$ cat config.mk
export PLATFORM = sky130hd
export DESIGN_NAME = emsb_ctrl
export DESIGN_NICKNAME = d
export VERILOG_FILES = /design/src/rtl/emsb_pkg.sv /design/src/rtl/emsb_ctrl.sv
export SDC_FILE = /design/constraint.sdc
export NUM_CORES = 1
export LEC_CHECK = 0
export ABC_AREA = 0
export BUFFER_PORTS_ARGS = -buffer_cell sky130_fd_sc_hd__buf_2
export CORE_MARGIN = 3
export CORE_UTILIZATION = 42
export CTS_BUF_LIST = sky130_fd_sc_hd__clkbuf_8
export CTS_CLUSTER_SIZE = 24
export DETAILED_ROUTE_END_ITERATION = 10
export GPL_TIMING_DRIVEN = 0
export HOLD_SLACK_MARGIN = 0.06
export PLACE_DENSITY_LB_ADDON = 0.25
export SLEW_MARGIN = 30
export SYNTH_ARGS = -nofsm -noshare
export SYNTH_HDL_FRONTEND = slang
export SYNTH_SLANG_ARGS = --single-unit
$ cat constraint.sdc
create_clock -name clk -period 8.6 [get_ports clk]
set_input_delay 0.86 -clock clk [delete_from_list [all_inputs] [get_ports clk]]
set_output_delay 0.86 -clock clk [all_outputs]
set_load 0.005 [all_outputs]
$ cat src/rtl/emsb_pkg.sv
package emsb_pkg;
    localparam int EMSB_BURST_LEN = 4;
    localparam logic [1:0] EMSB_BURST_LAST = 2'h3;
    localparam logic [3:0] EMSB_HIZ_MIN_E = 4'h2;
    localparam logic [3:0] EMSB_ACK_MAX_E = 4'h2;
    localparam logic [3:0] EMSB_DRV_MIN_E = 4'h2;
    localparam logic [3:0] EMSB_DRV_MAX_E = 4'h7;
    localparam logic [3:0] EMSB_CNT_RESET = 4'h0;
    localparam logic [1:0] EMSB_SYNC_RESET = 2'h0;

    typedef enum logic [1:0] {
        EMSB_ORD_INC = 2'b00,
        EMSB_ORD_DEC = 2'b01,
        EMSB_ORD_RND = 2'b10
    } emsb_order_t;

    typedef enum logic [2:0] {
        EMSB_S_IDLE = 3'b000,
        EMSB_S_ACT = 3'b001,
        EMSB_S_BURST = 3'b010,
        EMSB_S_HWAIT = 3'b011,
        EMSB_S_HIZ = 3'b100,
        EMSB_S_HELD = 3'b101,
        EMSB_S_DRV = 3'b110
    } emsb_state_t;

    // Strobe pins in their SDRAM roles, all active low
    typedef struct packed {
        logic col_strobe_n;
        logic sdram_write_strobe_n;
        logic row_strobe_n;
    } emsb_strobe_t;

    typedef struct packed {
        logic write;
        emsb_order_t order;
        logic [19:0] addr;
        logic [3:0] cs_n;
    } emsb_req_t;
endpackage : emsb_pkg
$ cat src/rtl/emsb_ctrl.sv
module emsb_ctrl
    import emsb_pkg::*;
(
    input wire logic clk,
    input wire logic rst,
    input wire logic mem_clk_in,
    output logic mem_clk_out,
    input wire logic req_valid,
    output logic req_ready,
    input wire emsb_req_t req,
    input wire logic [31:0] wr_data,
    input wire logic [3:0] wr_be_n,
    output logic wr_data_take,
    output logic [31:0] rd_data,
    output logic rd_valid,
    input wire logic bus_hold_req_n,
    input wire logic grant_suppress,
    output logic bus_grant_ack_n,
    output logic [3:0] chip_sel_n,
    output logic [3:0] chip_sel_oe_n,
    output logic [3:0] byte_lane_select_n,
    output logic [3:0] byte_lane_select_oe_n,
    output logic [31:0] mem_data_bus_o,
    output logic [31:0] mem_data_bus_oe_n,
    input wire logic [31:0] mem_data_bus_i,
    output logic [19:0] mem_word_addr,
    output logic [19:0] mem_word_addr_oe_n,
    output emsb_strobe_t strobe,
    output logic [2:0] strobe_oe_n
);
    logic [1:0] ck_sync_q, ck_sync_d;
    logic ck_prev_q, ck_prev_d;
    logic [1:0] hold_sync_q, hold_sync_d;
    logic ck_rise;
    logic hold_n;

    always_comb begin
        ck_sync_d = {ck_sync_q[0], mem_clk_in};
        ck_prev_d = ck_sync_q[1];
        hold_sync_d = {hold_sync_q[0], bus_hold_req_n};
    end

    always_ff @(posedge clk or posedge rst) begin
        if (rst) begin
            ck_sync_q <= EMSB_SYNC_RESET;
            ck_prev_q <= 1'b0;
            // Request sync resets to the released level so reset never looks like a takeover
            hold_sync_q <= 2'h3;
        end else begin
            ck_sync_q <= ck_sync_d;
            ck_prev_q <= ck_prev_d;
            hold_sync_q <= hold_sync_d;
        end
    end

    // All pin activity except mem_clk_out advances on the interface clock's rising edge
    assign ck_rise = ck_sync_q[1] & ~ck_prev_q;
    assign hold_n = hold_sync_q[1];

    emsb_state_t st_q, st_d;
    logic [3:0] ecnt_q, ecnt_d;
    logic [1:0] beat_q, beat_d;
    logic ord_dec_q, ord_dec_d;
    logic ord_rnd_q, ord_rnd_d;
    logic wr_q, wr_d;
    logic [19:0] addr_q, addr_d;
    logic [3:0] cs_q, cs_d;
    logic [31:0] dout_q, dout_d;
    logic [3:0] be_q, be_d;
    emsb_strobe_t stb_q, stb_d;
    logic float_q, float_d;
    logic ack_n_q, ack_n_d;
    logic mclk_q, mclk_d;
    logic [31:0] rdat_q, rdat_d;
    logic rval_q, rval_d;
    logic take;
    logic cmd_beat;

    assign take = ck_rise && req_valid && hold_n
        && (st_q == EMSB_S_IDLE || (st_q == EMSB_S_BURST && beat_q == EMSB_BURST_LAST));
    assign req_ready = take;
    assign wr_data_take = ck_rise && wr_q && (st_q == EMSB_S_BURST);
    // Non-incrementing orders put a fresh column command on every beat
    assign cmd_beat = ord_dec_q | ord_rnd_q;

    always_comb begin
        st_d = st_q;
        ecnt_d = ecnt_q;
        beat_d = beat_q;
        ord_dec_d = ord_dec_q;
        ord_rnd_d = ord_rnd_q;
        wr_d = wr_q;
        addr_d = addr_q;
        cs_d = cs_q;
        dout_d = dout_q;
        be_d = be_q;
        stb_d = stb_q;
        float_d = float_q;
        ack_n_d = ack_n_q;
        mclk_d = ck_sync_q[1];
        rdat_d = rdat_q;
        rval_d = 1'b0;
        if (ck_rise) begin
            stb_d = '{col_strobe_n: 1'b1, sdram_write_strobe_n: 1'b1, row_strobe_n: 1'b1};
            case (st_q)
                EMSB_S_IDLE: begin
                    cs_d = 4'hf;
                    if (take) begin
                        wr_d = req.write;
                        ord_dec_d = (req.order == EMSB_ORD_DEC);
                        ord_rnd_d = (req.order == EMSB_ORD_RND);
                        addr_d = req.addr;
                        cs_d = req.cs_n;
                        stb_d.row_strobe_n = 1'b0;
                        st_d = EMSB_S_ACT;
                    end else if (!hold_n && !grant_suppress) begin
                        ecnt_d = EMSB_CNT_RESET;
                        st_d = EMSB_S_HWAIT;
                    end
                end
                EMSB_S_ACT: begin
                    stb_d.col_strobe_n = 1'b0;
                    stb_d.sdram_write_strobe_n = ~wr_q;
                    beat_d = 2'h0;
                    st_d = EMSB_S_BURST;
                end
                EMSB_S_BURST: begin
                    if (wr_q) begin
                        dout_d = wr_data;
                        be_d = wr_be_n;
                    end else begin
                        rdat_d = mem_data_bus_i;
                        rval_d = 1'b1;
                    end
                    beat_d = beat_q + 2'h1;
                    if (beat_q != EMSB_BURST_LAST) begin
                        if (cmd_beat) begin
                            // Interrupting command carries the next column itself
                            addr_d = ord_dec_q ? addr_q - 20'h1 : addr_q ^ 20'h1;
                            stb_d.col_strobe_n = 1'b0;
                            stb_d.sdram_write_strobe_n = ~wr_q;
                        end
                    end else if (take) begin
                        // Next burst chained with no idle beat
                        wr_d = req.write;
                        ord_dec_d = (req.order == EMSB_ORD_DEC);
                        ord_rnd_d = (req.order == EMSB_ORD_RND);
                        addr_d = req.addr;
                        cs_d = req.cs_n;
                        beat_d = 2'h0;
                        stb_d.col_strobe_n = 1'b0;
                        stb_d.sdram_write_strobe_n = ~req.write;
                    end else begin
                        st_d = EMSB_S_IDLE;
                    end
                end
                EMSB_S_HWAIT: begin
                    ecnt_d = ecnt_q + 4'h1;
                    if (hold_n) begin
                        st_d = EMSB_S_IDLE;
                    end else if (grant_suppress) begin
                        // Suppress raised while waiting still wins over a grant not yet given
                        st_d = EMSB_S_IDLE;
                    end else if (ecnt_q + 4'h1 >= EMSB_HIZ_MIN_E) begin
                        float_d = 1'b1;
                        ecnt_d = EMSB_CNT_RESET;
                        st_d = EMSB_S_HIZ;
                    end
                end
                EMSB_S_HIZ: begin
                    ack_n_d = 1'b0;
                    st_d = EMSB_S_HELD;
                end
                EMSB_S_HELD: begin
                    // Request is sampled again only from here on
                    if (hold_n) begin
                        ecnt_d = EMSB_CNT_RESET;
                        st_d = EMSB_S_DRV;
                    end
                end
                EMSB_S_DRV: begin
                    ecnt_d = ecnt_q + 4'h1;
                    if (ecnt_q + 4'h1 >= EMSB_DRV_MIN_E && float_q) begin
                        float_d = 1'b0;
                    end
                    // Grant is released only once the pins drive again
                    if (!float_q) begin
                        ack_n_d = 1'b1;
                        st_d = EMSB_S_IDLE;
                    end
                end
                default: st_d = EMSB_S_IDLE;
            endcase
        end
    end

    always_ff @(posedge clk or posedge rst) begin
        if (rst) begin
            st_q <= EMSB_S_IDLE;
            ecnt_q <= EMSB_CNT_RESET;
            beat_q <= 2'h0;
            ord_dec_q <= 1'b0;
            ord_rnd_q <= 1'b0;
            wr_q <= 1'b0;
            addr_q <= 20'h0;
            cs_q <= 4'hf;
            dout_q <= 32'h0;
            be_q <= 4'hf;
            stb_q <= 3'h7;
            float_q <= 1'b0;
            ack_n_q <= 1'b1;
            mclk_q <= 1'b0;
            rdat_q <= 32'h0;
            rval_q <= 1'b0;
        end else begin
            st_q <= st_d;
            ecnt_q <= ecnt_d;
            beat_q <= beat_d;
            ord_dec_q <= ord_dec_d;
            ord_rnd_q <= ord_rnd_d;
            wr_q <= wr_d;
            addr_q <= addr_d;
            cs_q <= cs_d;
            dout_q <= dout_d;
            be_q <= be_d;
            stb_q <= stb_d;
            float_q <= float_d;
            ack_n_q <= ack_n_d;
            mclk_q <= mclk_d;
            rdat_q <= rdat_d;
            rval_q <= rval_d;
        end
    end

    // Pad enables: one flop per pin, kept in one register per pin group, switching on the same edge as the float state
    logic [3:0] cs_oe_n_q, cs_oe_n_d;
    logic [3:0] be_oe_n_q, be_oe_n_d;
    logic [19:0] addr_oe_n_q, addr_oe_n_d;
    logic [2:0] stb_oe_n_q, stb_oe_n_d;
    logic [31:0] dat_oe_n_q, dat_oe_n_d;

    always_comb begin
        cs_oe_n_d = {4{float_d}};
        be_oe_n_d = {4{float_d}};
        addr_oe_n_d = {20{float_d}};
        stb_oe_n_d = {3{float_d}};
        // Data lanes follow the chip select so an idle bus never fights a reading device
        dat_oe_n_d = {32{float_d | ~wr_d | (cs_d == 4'hf)}};
    end

    always_ff @(posedge clk or posedge rst) begin
        if (rst) begin
            cs_oe_n_q <= 4'h0;
            be_oe_n_q <= 4'h0;
            addr_oe_n_q <= 20'h0;
            stb_oe_n_q <= 3'h0;
            dat_oe_n_q <= 32'hffffffff;
        end else begin
            cs_oe_n_q <= cs_oe_n_d;
            be_oe_n_q <= be_oe_n_d;
            addr_oe_n_q <= addr_oe_n_d;
            stb_oe_n_q <= stb_oe_n_d;
            dat_oe_n_q <= dat_oe_n_d;
        end
    end

    // Data lanes drive only while a write burst owns the bus
    always_comb begin
        mem_clk_out = mclk_q;
        bus_grant_ack_n = ack_n_q;
        chip_sel_n = cs_q;
        byte_lane_select_n = be_q;
        mem_data_bus_o = dout_q;
        mem_word_addr = addr_q;
        strobe = stb_q;
        rd_data = rdat_q;
        rd_valid = rval_q;
        chip_sel_oe_n = cs_oe_n_q;
        byte_lane_select_oe_n = be_oe_n_q;
        mem_word_addr_oe_n = addr_oe_n_q;
        strobe_oe_n = stb_oe_n_q;
        mem_data_bus_oe_n = dat_oe_n_q;
    end
endmodule : emsb_ctrl

==> qor.yml <==
worst_setup_path:
  path_cells: "ha_1, clkbuf_1, nand2b_1, buf_2, nand3_2, inv_2, buf_2, buf_2"
  r2r_start: "beat_q[0]$_DFFE_PP0P_"
  start_kind: "register"
  cp.arrival_ns: 2.58
  crit_buf_inv: 5
  end_kind: "output port"
  critical_path.max_fanout: 10
  crit_family: "buffers and inverters"
  criticalPathCategory: "reg -> out"
  required_ns: 7.74
  worstSetupStartpoint: "beat_q[0]$_DFFE_PP0P_"
  worst_path_largest_cell_delay_ns: 0.39
  cpMaxStageDelayCell: "dfrtp_1"
  cp_common_cell: "buf_2"
grt:
  grt_overflow_total: 0
  grt_pass1_wl_mm: 26.6
  antenna_found_initial: 3
  grt_max_degree: 77
  grt_pass1_vias: 5234
  grt_use_total: 0.211
die:
  start_util: 0.439
  fp.dieH_um: 125
  ios: 264
  row_count: 42
  die_x_um: 125
  die_area_um2: 15600
  core_area_um2: 13500
worst_hold_path:
  hp-start: "ck_sync_q[0]$_DFF_PP0_"
  hp-class: "reg -> reg"
final_layout:
  num-nets-final: 985
  final_cell_count_no_fill: 1070
  seqCellArea_um2: 2920
  multi_input_area_um2: 2350
  drive_gt1_frac: 0.498
  synthToLayoutAreaGrowth_pct: 34.5
  n_fill_cell: 1201
timing:
  fin_skew_ns: 0.00654
  slew_headroom: 0.490
  setup_viol: 0
  max_freq_mhz: 290
  hold_viol: 0
  fin_crit_sh: 0.400
  rsz0062_at_grt: "no"
  period_needed_ns: 3.44
  worst_slew_pin_slew_ns: 0.761
  finalMaxSlewViolations: 0
  tns_ns: 0
clock_network:
  clk-insertion-delay-late_ns: 0.44
  cts_resized: 0
  cts-root-buf: "clkbuf_8"
  post_cts_buffers: 0
  cts_tree: "yes"
  clk_path_buf_depth: 2
  cts_hold_buf: 0
  cts_max_level: 4
  clkTransAtPathRegs_ns: 0.07
  cts_buffers: 17
  cts.sinks: 116
detailed_routing:
  avgRoutedWirePerCell_um: 15.3
  ant_nets: 0
  drt_iter0_drc: 259
  vias: 5331
  drc: 0
  vias_per_cell: 4.98
  firstDrtPassIters: 4
  drt_wl_total_mm: 16.4
pwr:
  comb_power_share: 0.404
  power.share.clock: 0.223
  share_seq_of_total_power: 0.372
  vdd_drop_max_uv: 193
  power.internal_mw: 1.71
  p_leak_nw: 4.05
  p_sw_frac: 0.347
  p_switching_mw: 0.911
  p_per_area_nw_per_um2: 329
run:
  cap_violations: 0
yosys:
  syn_inst: 597
  synth_top_cell_area_share: 0.426
  synth-main-ff-cell: "dfrtp_1"
  synth.avg_cell_area_um2: 9.93
  synth_edf_count: 0
  async_flop_share: 1.00
  seq_area_frac_synth: 0.493
  synthDistinctLibCells: 67
  yosys.area.top_type: "dfrtp_1"
  synthTopCellsByArea: "dfrtp_1 43%, nand2_1 8.2%, buf_4 8.0%, mux2_2 7.4%, dfstp_2 6.6%"
  yosysMostFrequentCell: "nand2_1"
  synth-seq-cells: 116
  synth_commonest_cells: "129 x nand2_1, 101 x dfrtp_1, 63 x buf_4, 39 x mux2_2, 26 x nor2_1"
  netlist_area_um2: 5930
  syn-num-nets: 702
  ys_warn_count: 0
placement:
  routabilityCongestion: 0.837
  dp_hpwl_mm: 12.4
  port-buffer-count: 263
  dpl.cell_count: 1037
run_status:
  outcome: "finished clean"
-- path summary, 6_finish.rpt --
| check | endpoint | slack, ns | depth (start not counted) |
|---|---|---|---|
| worst max register to register | mem_data_bus_oe_n[0]$_DFF_PP1_ | 6.17 | 9 |
| worst max-delay path | req_ready | 5.16 | 8 |
| worst min-delay path | ck_sync_q[1]$_DFF_PP0_ | 0.35 | 0 |
| max in group asynchronous | strobe[2]$_DFFE_PP1N_ | 7.52 | 3 |
| min in group asynchronous | rd_data[28]$_DFFE_PP0P_ | 0.39 | 2 |
| worst min register to register | ck_sync_q[1]$_DFF_PP0_ | 0.35 | 0 |
-- cell usage in the layout, fill, tap and decap left out, drive strengths merged, types with 5 or more instances in the layout --
| cell type | netlist | layout |
|---|---|---|
| clkinv | 1 | 6 |
| buf | 77 | 341 |
| nor3 | 13 | 13 |
| o21ai | 21 | 21 |
| nand2b | 8 | 8 |
| nor4 | 11 | 11 |
| dfrtp | 101 | 101 |
| clkbuf | 9 | 28 |
| a21oi | 25 | 25 |
| nor2 | 27 | 27 |
| nand3 | 10 | 10 |
| inv | 11 | 11 |
| mux2 | 39 | 39 |
| bufinv | 0 | 5 |
| nor2b | 8 | 8 |
| dfstp | 15 | 15 |
| o2bb2ai | 6 | 6 |
| o22a | 7 | 7 |
| a22oi | 6 | 6 |
| nand2 | 129 | 129 |
| a31oi | 5 | 5 |
-- state kept, by name (all words and copies together) (netlist names), 2 cells and up --
name	count
mem_data_bus_o	32
rd_data	32
mem_word_addr	20
byte_lane_select_n	4
chip_sel_n	4
ecnt_q	4
st_q	3
strobe	3
beat_q	2
ck_sync_q	2
hold_sync_q	2
-- final cells by class --
type,count,share of cell area
clock inverter,13,0.0257
tap,176,0.0276
inverter,12,0.00722
sequential,116,0.367
timing repair buffer,264,0.169
antenna,1,0.000314
multi-input combinational,383,0.295
clock buffer,19,0.0328
buffer,86,0.0754
-- logic make-up (layout without fill, tap and decap cells) --
family	Yosys count	in the layout	share of synthesized area
xor+xnor	1	1	0.00148
compound gates	102	102	0.119
buf+inv	98	394	0.110
mux	43	43	0.0809
flops	116	116	0.493
simple gates	233	233	0.188
fa+ha+maj	4	4	0.00844
other cells	0	1	0
-- power by group through the flow --
| stage | combinational [mW] | clock, mW | sequential, mW |
|---|---|---|---|
| after detailed placement | 1.08 | 0 | 0.975 |
| after global routing | 1.18 | 0.625 | 1.01 |
| after floorplan | 0.599 | 0 | 0.977 |
| after CTS | 1.07 | 0.600 | 0.975 |
| final | 1.06 | 0.586 | 0.975 |
| after global placement | 1.06 | 0 | 0.970 |
-- routing by layer --
layer / routed length [um] / global-route usage / vias up
li1: - / - / 2585
met1: 6800 / 0.260 / 2458
met2: 7580 / 0.334 / 258
met3: 1750 / 0.0922 / 26
met4: 260 / 0.0671 / 4
met5: 24 / 0 / -
-- through the flow --
stage	setup WS (ns)	util	power (mW)	cell area (um^2)	hold WS (ns)
2_1_floorplan	4.69	-	1.58	5930	0.331
3_3_place_gp	3.24	0.553	2.03	7460	0.332
3_5_place_dp	5.64	0.555	2.05	7500	0.335
4_1_cts	5.14	0.590	2.65	7970	0.350
5_1_grt	4.95	0.590	2.82	7970	0.358
6_report	5.16	0.590	2.62	7970	0.349
Power figures use the tool's default switching activity.
